### config.mk
export PLATFORM = sky130hd
export DESIGN_NAME = lin_ctrl
export DESIGN_NICKNAME = d
export VERILOG_FILES = /design/src/verilog/lin_pkg.sv /design/src/verilog/stream_if.sv /design/src/verilog/edge_fifo.sv /design/src/verilog/lin_ctrl.sv
export VERILOG_INCLUDE_DIRS = /design/src /design/src/verilog
export SDC_FILE = /design/constraint.sdc
export NUM_CORES = 1
export LEC_CHECK = 0
export BUFFER_PORTS_ARGS = -buffer_cell sky130_fd_sc_hd__buf_4
export CORE_MARGIN = 3
export CORE_UTILIZATION = 64
export CTS_BUF_LIST = sky130_fd_sc_hd__clkbuf_8
export CTS_CLUSTER_DIAMETER = 80
export DETAILED_ROUTE_END_ITERATION = 10
export PLACE_DENSITY = 0.9
export SYNTH_ARGS = -nofsm -noshare
export SYNTH_HDL_FRONTEND = slang
export SYNTH_SLANG_ARGS = --single-unit
### constraint.sdc
create_clock -name clock -period 3.25 [get_ports clock]
set_input_delay 0.975 -clock clock [delete_from_list [all_inputs] [get_ports clock]]
set_output_delay 0.975 -clock clock [all_outputs]
set_load 0.02 [all_outputs]
### src/verilog/lin_ctrl_map.svh
// lin_ctrl_map.svh: register offsets, field positions, codes and times
// assumes inclusion by bare name from the package and the modules
`ifndef LIN_CTRL_MAP_SVH
`define LIN_CTRL_MAP_SVH
// ************************************************************
// register byte offsets
// ************************************************************
`define REG_MODE_CTRL 12'h000
`define REG_STATUS 12'h004
`define REG_RX_EDGE 12'h008
`define ADDR_W 12
// ************************************************************
// transceiver mode codes and device operating modes
// ************************************************************
`define MODE_OFF 2'h0
`define MODE_WAKE 2'h1
`define MODE_NORMAL 2'h3
`define MODE_RXONLY 2'h2
`define DEV_NORMAL 3'h0
`define DEV_STOP 3'h1
`define DEV_SLEEP 3'h2
`define DEV_RESTART 3'h3
`define DEV_FAILSAFE 3'h4
// ************************************************************
// status and edge word fields
// ************************************************************
`define ST_EN_DONE 2
`define ST_WAKE 3
`define ST_BUS 4
`define ST_OVF 5
`define ST_CNT_LSB 6
`define EDGE_VALID 31
`define TS_W 16
// ************************************************************
// times and clock
// ************************************************************
`define CLK_PERIOD_NS 10
`define EN_TIME_NS 30000
`define WAKE_TIME_NS 30000
`define FIFO_DEPTH 32
`endif

### src/verilog/lin_pkg.sv
// lin_pkg.sv: types shared by the transceiver control modules
// assumes the map header is found on the include path
package lin_pkg;
`include "lin_ctrl_map.svh"
   // transceiver mode, gray order off, wake, normal, receive only
   typedef enum logic [1:0] {
      LIN_OFF = `MODE_OFF,
      LIN_WAKE = `MODE_WAKE,
      LIN_NORMAL = `MODE_NORMAL,
      LIN_RXONLY = `MODE_RXONLY
   } lin_mode_t;
   // wake pattern detector states
   typedef enum logic [1:0] {
      WK_IDLE = 2'h0,
      WK_DOM = 2'h1,
      WK_LONG = 2'h3
   } wake_state_t;
endpackage

### src/verilog/stream_if.sv
// stream_if.sv: valid/ready word stream between the design's modules
// assumes both ends share one clock
interface stream_if #(
   parameter int W = 17
);
   logic valid;
   logic ready;
   logic [W-1:0] data;
   modport source (output valid, output data, input ready);
   modport sink (input valid, input data, output ready);
endinterface
### src/verilog/edge_fifo.sv
// edge_fifo.sv: word fifo with registered read data
// assumes the drain pops at most every other cycle
`include "lin_ctrl_map.svh"
module edge_fifo
   import lin_pkg::*;
#(
   parameter int W = 17, // word width
   parameter int DEPTH = `FIFO_DEPTH // words held
) (
   input logic clock, // system clock
   input logic reset_n, // synchronous reset
   stream_if.sink fill, // words in
   stream_if.source drain, // words out
   output logic [$clog2(DEPTH+1)-1:0] count // words stored
);
   localparam int AW = $clog2(DEPTH);
   localparam int CW = $clog2(DEPTH+1);
   logic [W-1:0] mem [DEPTH];
   logic [AW-1:0] wr_ptr_reg, wr_ptr_next, rd_ptr_reg, rd_ptr_next;
   logic [CW-1:0] cnt_reg, cnt_next;
   logic [W-1:0] dout_reg;
   logic valid_reg, valid_next;
   logic push, pop;

   // ************************************************************
   // pointers and count
   // ************************************************************
   // full and empty come from the count, never from the pointers alone
   always_comb begin
      push = fill.valid && (cnt_reg != CW'(DEPTH));
      pop = drain.ready && valid_reg && (cnt_reg != '0);
      wr_ptr_next = push ? AW'(wr_ptr_reg + 1'b1) : wr_ptr_reg;
      rd_ptr_next = pop ? AW'(rd_ptr_reg + 1'b1) : rd_ptr_reg;
      cnt_next = cnt_reg;
      if (push && !pop) begin
         cnt_next = CW'(cnt_reg + 1'b1);
      end else if (pop && !push) begin
         cnt_next = CW'(cnt_reg - 1'b1);
      end
      // valid drops for a cycle after a pop so data and flag stay paired
      valid_next = (cnt_reg != '0) && !pop;
   end

   always_ff @(posedge clock) begin
      if (!reset_n) begin
         wr_ptr_reg <= '0;
         rd_ptr_reg <= '0;
         cnt_reg <= '0;
         valid_reg <= 1'b0;
      end else begin
         wr_ptr_reg <= wr_ptr_next;
         rd_ptr_reg <= rd_ptr_next;
         cnt_reg <= cnt_next;
         valid_reg <= valid_next;
      end
   end

   // ************************************************************
   // storage and registered read port
   // ************************************************************
   // storage and read data carry no reset, only pointers, count and valid do
   always_ff @(posedge clock) begin
      if (push) begin
         mem[wr_ptr_reg] <= fill.data;
      end
      dout_reg <= mem[rd_ptr_reg];
   end

   assign fill.ready = (cnt_reg != CW'(DEPTH));
   assign drain.valid = valid_reg;
   assign drain.data = dout_reg;
   assign count = cnt_reg;
endmodule

### src/verilog/lin_ctrl.sv
// lin_ctrl.sv: LIN transceiver mode control, bus pin logic, APB registers
// assumes pins synchronous to clock; the bus wire is resolved outside
// Contract
// - transceiver starts off after reset
// - off allowed in every device mode
// - no wake indication while off
// - host picks mode through mode field
// - normal mode entered by write in device normal
// - normal mode only in device normal or stop
// - driver follows host transmit input
// - bus level copied to receive output
// - stale dominant at enable end not sent
// - receive only: driver off, receiver on
// - receive only allowed in device normal or stop
// - wake mode coded 01, kept after wake
//
// Added by the designer: the APB interface to the registers and the register offsets.
`include "lin_ctrl_map.svh"
module lin_ctrl
   import lin_pkg::*;
#(
   parameter int EN_TIME_NS = `EN_TIME_NS, // enabling time
   parameter int WAKE_TIME_NS = `WAKE_TIME_NS, // dominant time for wake
   parameter int FIFO_DEPTH = `FIFO_DEPTH // edge buffer depth
) (
   input logic clock, // 100 MHz system clock
   input logic reset_n, // synchronous reset, active low
   input logic psel, // apb select
   input logic penable, // apb access phase
   input logic pwrite, // apb direction
   input logic [`ADDR_W-1:0] paddr, // apb byte address
   input logic [31:0] pwdata, // apb write data
   output logic [31:0] prdata, // apb read data
   output logic pready, // apb transfer done
   output logic pslverr, // apb error on unmapped address
   input logic [2:0] device_mode, // device operating mode
   input logic bus_tx_input, // host transmit data, low is dominant
   output logic bus_rx_output, // receive data to host, low is dominant
   input logic lin_bus_in, // bus level, low is dominant
   output logic lin_bus_out, // bus drive level, always low
   output logic lin_bus_oe // high while pulling the bus dominant
);
   localparam int EN_RAW = (EN_TIME_NS + `CLK_PERIOD_NS - 1) / `CLK_PERIOD_NS;
   localparam int EN_CYCLES = (EN_RAW < 1) ? 1 : EN_RAW;
   localparam int WK_RAW = (WAKE_TIME_NS + `CLK_PERIOD_NS - 1) / `CLK_PERIOD_NS;
   localparam int WK_CYCLES = (WK_RAW < 1) ? 1 : WK_RAW;
   localparam int EN_W = $clog2(EN_CYCLES + 1);
   localparam int WK_W = $clog2(WK_CYCLES + 1);
   localparam int EDGE_W = `TS_W + 1;
   localparam int CNT_W = $clog2(FIFO_DEPTH + 1);

   // ************************************************************
   // apb slave
   // ************************************************************
   logic pready_reg, pready_next, pslverr_reg, pslverr_next;
   logic [31:0] prdata_reg, prdata_next;
   logic pop_pend_reg, pop_pend_next;
   logic access, done, mapped, wr_mode, wr_status, pop;
   lin_mode_t mode_reg, mode_next;
   logic en_done_reg, wake_reg, ovf_reg;
   logic [CNT_W-1:0] fifo_count;

   stream_if #(.W(EDGE_W)) cap_s ();
   stream_if #(.W(EDGE_W)) rd_s ();

   // one wait state: data loaded in the first access cycle, done in the next
   always_comb begin
      access = psel && penable && !pready_reg;
      done = psel && penable && pready_reg;
      mapped = (paddr == `REG_MODE_CTRL) || (paddr == `REG_STATUS) ||
               (paddr == `REG_RX_EDGE);
      wr_mode = done && pwrite && (paddr == `REG_MODE_CTRL);
      wr_status = done && pwrite && (paddr == `REG_STATUS);
      pready_next = access;
      pslverr_next = access && !mapped;
      // pop decision latched so a word arriving mid-access is not lost
      pop_pend_next = access && !pwrite && (paddr == `REG_RX_EDGE) && rd_s.valid;
      pop = done && pop_pend_reg;
      prdata_next = prdata_reg;
      if (access) begin
         prdata_next = 32'h0;
         if (!pwrite && paddr == `REG_MODE_CTRL) begin
            prdata_next[1:0] = mode_reg;
         end else if (!pwrite && paddr == `REG_STATUS) begin
            prdata_next[1:0] = mode_reg;
            prdata_next[`ST_EN_DONE] = en_done_reg;
            prdata_next[`ST_WAKE] = wake_reg;
            prdata_next[`ST_BUS] = lin_bus_in;
            prdata_next[`ST_OVF] = ovf_reg;
            prdata_next[`ST_CNT_LSB +: CNT_W] = fifo_count;
         end else if (!pwrite && paddr == `REG_RX_EDGE) begin
            // an empty buffer reads as zero, never as a stale word
            if (rd_s.valid) begin
               prdata_next[EDGE_W-1:0] = rd_s.data;
            end
            prdata_next[`EDGE_VALID] = rd_s.valid;
         end
      end
   end

   always_ff @(posedge clock) begin
      if (!reset_n) begin
         pready_reg <= 1'b0;
         pslverr_reg <= 1'b0;
         prdata_reg <= 32'h0;
         pop_pend_reg <= 1'b0;
      end else begin
         pready_reg <= pready_next;
         pslverr_reg <= pslverr_next;
         prdata_reg <= prdata_next;
         pop_pend_reg <= pop_pend_next;
      end
   end

   // ************************************************************
   // transceiver mode
   // ************************************************************
   logic dev_ns, wr_ok, comm_mode;
   lin_mode_t req;

   // a refused write leaves the mode alone; leaving normal/stop drops normal and receive only to off
   always_comb begin
      req = lin_mode_t'(pwdata[1:0]);
      dev_ns = (device_mode == `DEV_NORMAL) || (device_mode == `DEV_STOP);
      comm_mode = (mode_reg == LIN_NORMAL) || (mode_reg == LIN_RXONLY);
      case (req)
         LIN_OFF: wr_ok = 1'b1;
         LIN_WAKE: wr_ok = (device_mode != 3'(`DEV_FAILSAFE));
         LIN_NORMAL: wr_ok = (device_mode == `DEV_NORMAL);
         LIN_RXONLY: wr_ok = dev_ns;
         default: wr_ok = 1'b0;
      endcase
      mode_next = mode_reg;
      if (wr_mode && wr_ok) begin
         mode_next = req;
      end else if (comm_mode && !dev_ns) begin
         mode_next = LIN_OFF;
      end
   end

   always_ff @(posedge clock) begin
      if (!reset_n) begin
         mode_reg <= LIN_OFF;
      end else begin
         mode_reg <= mode_next;
      end
   end

   // ************************************************************
   // enabling sequence and bus driver
   // ************************************************************
   logic [EN_W-1:0] en_cnt_reg, en_cnt_next;
   logic en_done_next, armed_reg, armed_next;
   logic oe_reg, oe_next, rx_reg, rx_next;

   // driver waits for the enabling time, then for a recessive input
   always_comb begin
      en_cnt_next = '0;
      en_done_next = 1'b0;
      if (mode_reg == LIN_NORMAL) begin
         en_done_next = en_done_reg;
         en_cnt_next = en_cnt_reg;
         if (!en_done_reg) begin
            en_cnt_next = EN_W'(en_cnt_reg + 1'b1);
            en_done_next = (en_cnt_reg == EN_W'(EN_CYCLES - 1));
         end
      end
      // a low held across the enable end never arms the driver
      armed_next = (mode_reg == LIN_NORMAL) && en_done_reg &&
                   (armed_reg || bus_tx_input);
      oe_next = (mode_reg == LIN_NORMAL) && armed_reg && !bus_tx_input;
      case (mode_reg)
         LIN_OFF: rx_next = 1'b1;
         LIN_WAKE: rx_next = !wake_reg;
         default: rx_next = lin_bus_in;
      endcase
   end

   always_ff @(posedge clock) begin
      if (!reset_n) begin
         en_cnt_reg <= '0;
         en_done_reg <= 1'b0;
         armed_reg <= 1'b0;
         oe_reg <= 1'b0;
         rx_reg <= 1'b1;
      end else begin
         en_cnt_reg <= en_cnt_next;
         en_done_reg <= en_done_next;
         armed_reg <= armed_next;
         oe_reg <= oe_next;
         rx_reg <= rx_next;
      end
   end

   // ************************************************************
   // wake pattern detector
   // ************************************************************
   wake_state_t wk_reg, wk_next;
   logic [WK_W-1:0] wk_cnt_reg, wk_cnt_next;
   logic bus_prev_reg, wake_next, wake_set;

   // falling edge, long dominant, then rising edge; only in wake mode
   always_comb begin
      wk_next = wk_reg;
      wk_cnt_next = wk_cnt_reg;
      wake_set = 1'b0;
      if (mode_reg != LIN_WAKE || wake_reg) begin
         wk_next = WK_IDLE;
         wk_cnt_next = '0;
      end else begin
         case (wk_reg)
            WK_IDLE: begin
               wk_cnt_next = '0;
               if (bus_prev_reg && !lin_bus_in) begin
                  wk_next = WK_DOM;
               end
            end
            WK_DOM: begin
               wk_cnt_next = WK_W'(wk_cnt_reg + 1'b1);
               if (lin_bus_in) begin
                  wk_next = WK_IDLE;
               end else if (wk_cnt_reg == WK_W'(WK_CYCLES - 1)) begin
                  wk_next = WK_LONG;
               end
            end
            WK_LONG: begin
               if (lin_bus_in) begin
                  wake_set = 1'b1;
                  wk_next = WK_IDLE;
               end
            end
            default: wk_next = WK_IDLE;
         endcase
      end
      // flag means "woken in wake mode", so leaving the mode clears it
      wake_next = (mode_next != mode_reg) ? 1'b0 : (wake_reg || wake_set);
   end

   always_ff @(posedge clock) begin
      if (!reset_n) begin
         wk_reg <= WK_IDLE;
         wk_cnt_reg <= '0;
         bus_prev_reg <= 1'b1;
         wake_reg <= 1'b0;
      end else begin
         wk_reg <= wk_next;
         wk_cnt_reg <= wk_cnt_next;
         bus_prev_reg <= lin_bus_in;
         wake_reg <= wake_next;
      end
   end

   // ************************************************************
   // bus edge capture into the fifo
   // ************************************************************
   logic [`TS_W-1:0] ts_reg, ts_next;
   logic cap_v_reg, cap_v_next, ovf_next, edge_seen;
   logic [EDGE_W-1:0] cap_d_reg, cap_d_next;

   // one pending word; a full fifo stalls it and further edges count as overflow
   always_comb begin
      ts_next = `TS_W'(ts_reg + 1'b1);
      edge_seen = comm_mode && (lin_bus_in != bus_prev_reg);
      cap_v_next = cap_v_reg && !cap_s.ready;
      cap_d_next = cap_d_reg;
      ovf_next = ovf_reg;
      if (wr_status && pwdata[`ST_OVF]) begin
         ovf_next = 1'b0;
      end
      if (edge_seen) begin
         if (cap_v_next) begin
            ovf_next = 1'b1; // set wins over the clear
         end else begin
            cap_v_next = 1'b1;
            cap_d_next = {lin_bus_in, ts_reg};
         end
      end
   end

   always_ff @(posedge clock) begin
      if (!reset_n) begin
         ts_reg <= '0;
         cap_v_reg <= 1'b0;
         cap_d_reg <= '0;
         ovf_reg <= 1'b0;
      end else begin
         ts_reg <= ts_next;
         cap_v_reg <= cap_v_next;
         cap_d_reg <= cap_d_next;
         ovf_reg <= ovf_next;
      end
   end

   assign cap_s.valid = cap_v_reg;
   assign cap_s.data = cap_d_reg;
   assign rd_s.ready = pop;

   edge_fifo #(.W(EDGE_W), .DEPTH(FIFO_DEPTH)) u_fifo (
      .clock(clock),
      .reset_n(reset_n),
      .fill(cap_s),
      .drain(rd_s),
      .count(fifo_count)
   );

   assign prdata = prdata_reg;
   assign pready = pready_reg;
   assign pslverr = pslverr_reg;
   assign bus_rx_output = rx_reg;
   assign lin_bus_oe = oe_reg;
   assign lin_bus_out = 1'b0;
endmodule

; ---- Word-level counts from Yosys, hierarchy flattened
; Memories as Yosys holds them, arrays and structs flattened. A register that Yosys moved wholly into a read port is not among the register bits.
; Index checks and enable logic that the tools add are counted.
[op_classes]
add_sub_neg = 7
mul = 0
div_mod_pow = 0
n_lt_le_gt_ge = 0
eq_ne = 21
shift = 0
mux = 31
bitwise = 2
n_reduce_logical = 60
[ops]
columns = operator, n
row1 = two-way mux 17 bit, 2
row2 = logical AND 1 bit, 30
row3 = adder 12 x 1 -> 12 bit (second input constant), 2
row4 = equality test 12 bit (second input constant), 2
row5 = case mux 12 bit (2 select lines), 1
row6 = adder 16 x 1 -> 16 bit (second input constant), 1
row7 = two-way mux 15 bit, 1
row8 = two-way mux 2 bit, 7
row9 = two-way mux 1 bit, 13
row10 = equality test 12 x 3 -> 1 bit (second input constant), 1
row11 = equality test 12 x 4 -> 1 bit (second input constant), 1
row12 = zero test 12 bit, 1
row13 = two-way mux 12 bit, 1
row14 = two-way mux 6 bit, 2
row15 = adder 5 x 1 -> 5 bit (second input constant), 2
row16 = equality test 2 bit (second input constant), 5
row17 = zero test 1 bit, 10
row18 = logical OR 1 bit, 7
row19 = adder 6 x 1 -> 6 bit (second input constant), 1
row20 = equality test 2 x 1 -> 1 bit (second input constant), 3
row21 = zero test 2 bit, 3
row22 = != test 3 bit (second input constant), 2
row23 = != test 6 bit (second input constant), 1
row24 = case mux 2 bit (3 select lines), 1
row25 = 16 further kinds, 21
[totals]
ff_bits = 107
latch_bits = 0
mem_bits_rw = 544
mem_bits_ro = 0
out_inout_bits = 37
elab_cells = 144
memories = 1
[memory_table]
columns = memory, depth, word_bits, read_ports, rd_ports_with_merged_regs, wr, line_no
row1 = u_fifo.mem, 32, 17, 1, 1, 1, edge_fifo.sv:18  ; logic [W-1:0] mem [DEPTH];

; ---- Depth between registers and ports, before layout
[depth]
word_depth = 8
depth_mapped = 11
ltp_nobuf = 9

; ---- By module
; Synthesis repeated with hierarchy kept, for this count alone.
[unflattened]
hier_cells = 1544
hier_area_um2 = 26176.4
[modules_own_cells]
columns = module, instances, cells_each, area_per_inst_um2, seq_area_each_um2
row1 = edge_fifo, 1, 1074, 22142.5, 17016.3
row2 = lin_ctrl, 1, 470, 4033.9, 1801.7

; ---- Worst setup path after synthesis
; Ideal clock, no wire load.
[synth_path]
kind = reg2reg
startpoint = register u_fifo.cnt_reg[0], in the netlist u_fifo.count[0]
endpoint = register u_fifo.cnt_reg[5], in the netlist u_fifo.count[5]
setup_time_ns = 0.072
t_arrival_ns = 2.838
slack_ns = 0.340
stages_incl_launch_ff = 10
n_path_buf = 1
synth_period_minus_slack_ns = 2.910
cell_sequence = dfxtp_1 -> or4_1 -> buf_2 -> o311ai_4 -> ha_1 -> inv_1 -> ha_1 -> or4_1 -> o211ai_1 -> mux2i_1
[synth_between]
elab_chain_cells = 5
word_cells_on_any_way = 13
cone_classes = add/sub (2) / eq/ne (1) / mux (2) / reduce/logical (8)
[synth_rtl]
columns = item, line_no
row1 = start: declaration, edge_fifo.sv:20  ; logic [CW-1:0] cnt_reg, cnt_next;
row2 = start signal: assignment, edge_fifo.sv:53  ; cnt_reg <= cnt_next;
row3 = "parallel branches: the longest is 5 deep, another holds subtractor 6 x 1 -> 6 bit", --
; Parallel ways; which one is timed is not known. The select of a mux whose other input is x is not followed.
; A chain may end at the register's enable or synchronous reset.

; ---- Final worst setup path
[layout_path]
startpoint = register u_fifo.cnt_reg[1], in the netlist u_fifo.count[1]
endpoint = register u_fifo.cnt_reg[4], in the netlist u_fifo.count[4]
; Same word-level chain as after synthesis.

==> metrics <==
slowest CP cell or4_1; Crit. Startpoint u_fifo.count[1]; Setup-failing EPs final 0; Slew HR 11.2%; worst-case clock buffer depth 3; CP top delay family compound AO/OA/AOI/OAI gates; min-delay src prdata[12]; Synth async-reset ratio 0%; Post-Synth Adder-Cell Area 0.753%; CTS tree built; Max-Cap Viols 0; Final Skew 0.0336 ns; first-pass GRT wire length 93.0 mm; Core Rows 73; drt initial violations 1901; critical path depth 9; R2R cell count 9; core area 39900 sq um; CP Data Arrival Time 3.59 ns; Hold Buf Count CTS 0; Worst-Margin Slew 1.33 ns; routability cong. 0.831; XOR/XNOR Fraction of Synth Area 1.25%; Die Y 207 um; status complete, no violations; worst-skew pair later-pin latency 0.69 ns; full die area 43000 sq um; Syn-to-layout area delta 12.6%; initial antenna violation count 0; Post-synth EDFFs 544; final cell count without fillers 2261; mux share of post-synthesis cell area 11.9%; Synth cell types 67; Post-Synthesis Cells 1511; R2R Path End u_fifo.count[4]; static leakage 9.10 nW; largest family of logic cells by synthesized area multiplexers; hold depth 2; CP endpoint kind flop; layout cells sized above 1 21.9%; VDD IR max 0.352 mV; reg2reg setup slack 0.22 ns; Hold Vio Cnt, Final 0; Setup TNS Final 0 ns; crit-path max cell delay 0.61 ns; port bufs 46; post-cts resize count 0; max reg flops 544; Worst-path clk slew 0.06 ns; crit path buf inv count 1; critical-path maximum fanout 9; synth warn 0; 1st-pass router iterations 7; routed wire length 61.5 mm; Post-DP HPWL 35.5 mm; Hold Slack 0.463 ns; TritonCTS Buffers 102; nets 1715; GRT Residual Overflow 0; Critical Path RT 3.80 ns; # diodes 0; final-report max-slew violation count 0; Final ANT Viol Nets 0; register area share after synthesis 72.6%; post-synthesis simple-gate area fraction 5.76%; wire length per cell 27.2 um; largest net degree at the start of global routing 45; fin crit share 93.3%; Via density 6.69; Max Clk Rate 330 MHz; crit path cell chain or4_1, o311ai_4, ha_1, inv_1, ha_1, nor2b_1, o21a_1, o21a_1, o41ai_1; H-tree Lvls 3; top_reg_cell synth edfxtp_1; unrepaired setup endpoints after global routing no; DR vias 15100; CTS Sinks 668; Worst Setup Path Type flop to flop; Compound-Gate Fraction of Synth Area 5.57%; DRC 0; number of global-route vias before repair 15100; Syn Std Cell Area 25900 sq um; Setup Buffers After CTS 0; FILL cells 2137; Clock Root Buffer clkbuf_8; Min-Delay Endpoint prdata[12]; Final min period 3.03 ns; worst r2r src u_fifo.count[1]; Hold Path Class flop to flop; mean post-synth cell area 17.2 sq um; Placed Instances 2067; Yosys reg bits 668; die width 207 um; overall global routing resource usage 28.7%; Initial Util 64.9%; pwr/cell area 557 nW/um^2; Worst setup SP type flop; # IOs 91
## Yosys cell counts, types with 3 or more instances
library cell	n	area share (%)
buf_2	23	0.44
nand3_1	43	0.83
inv_1	13	0.19
o221ai_1	16	0.54
nand2b_1	6	0.14
nor3_1	12	0.23
a22o_1	17	0.57
nor2b_1	4	0.097
xnor2_1	22	0.74
clkbuf_1	40	0.58
and2_1	4	0.097
edfxtp_1	544	63
mux4_2	102	8.9
xor2_1	15	0.51
nand3b_1	5	0.14
a21oi_1	39	0.75
a221o_1	10	0.39
a211oi_1	32	0.93
buf_4	27	0.78
mux2i_1	78	3.0
a22oi_1	17	0.49
or3_1	12	0.29
ha_1	14	0.68
nor2_1	87	1.3
dfxtp_1	124	9.6
nand2_1	60	0.87
or2_2	3	0.072
nand4_1	12	0.29
or4_1	4	0.12
and3_1	14	0.34
o21a_1	3	0.087
buf_1	6	0.087
o21ai_0	30	0.58
and4_1	3	0.10
nand4b_1	3	0.10
nor4_1	9	0.22
o22ai_1	17	0.41
## metrics by stage
| step | setup WS [ns] | power (mW) | utilization, % | instance area [sq um] |
|---|---|---|---|---|
| finish | 0.216 | 16.3 | 73.1 | 29200 |
| global route | 0.0239 | 16.7 | 73.1 | 29200 |
| CTS | 0.199 | 16.3 | 73.1 | 29200 |
| detailed placement | 0.161 | 9.41 | 67.8 | 27100 |
| global placement | 0.194 | 9.40 | 67.8 | 27100 |
| floorplan | 0.340 | 9.38 | - | 26000 |
## power breakdown
part           internal (mW)  switching (mW)  total, mW
Clock                   3.77            3.25       7.02
Sequential              9.12         0.00540       9.13
Combinational         0.0349          0.0647     0.0996
Total                   12.9            3.32       16.3
## layout make-up
cell class | count | area (sq um) | share of cell area (%)
Sequential cell | 668 | 18800 | 64.5
Timing Repair Buffer | 115 | 926 | 3.17
Multi-Input combinational cell | 745 | 6610 | 22.6
Tap cell | 525 | 657 | 2.25
Clock inverter | 74 | 462 | 1.58
Inverter | 14 | 52.6 | 0.180
Clock buffer | 120 | 1650 | 5.66
## tightest hold or removal path, cell delays in order, from the launching register on
cell	delay, ns
dfxtp_1	0.31
nand2_1	0.05
a21oi_1	0.05
## worst max-delay path by stage
stage,to,slack [ns]
after floorplan,u_fifo.count[5],0.34
after global placement,u_fifo.count[5],0.19
after detailed placement,u_fifo.count[4],0.16
after CTS,u_fifo.count[4],0.20
after global routing,u_fifo.count[5],0.02
final,u_fifo.count[4],0.22
## cells in the final DEF (no fill, tap or decap), types with 32 or more instances in the layout
cell      instances
mux4_2          102
dfxtp_1         121
nand3_1          43
buf_4           110
clkbuf_8        120
a21oi_1          39
inv_1            45
nand2_1          60
a211oi_1         32
edfxtp_1        544
nor2_1           85
mux2i_1          78
## cell families after synthesis
kind of cell,count (synthesis)
adders and majority gates,15
DFF,668
xor gates and xnor gates,37
muxes,180
and+or+nand+nor,296
AOI/OAI and AO/OA,202
other,1
buffers and inverters,112
## per-layer routing
| layer | up-vias | routed length (um) | GRT usage, % |
|---|---|---|---|
| met1 | 7507 | 21300 | 37.2 |
| met5 | - | 0 | 0 |
| met4 | 0 | 2820 | 13.6 |
| met2 | 1133 | 30000 | 45.4 |
| li1 | 6271 | - | - |
| met3 | 208 | 7410 | 8.33 |
Note: power is estimated with default switching activity, not from simulation.
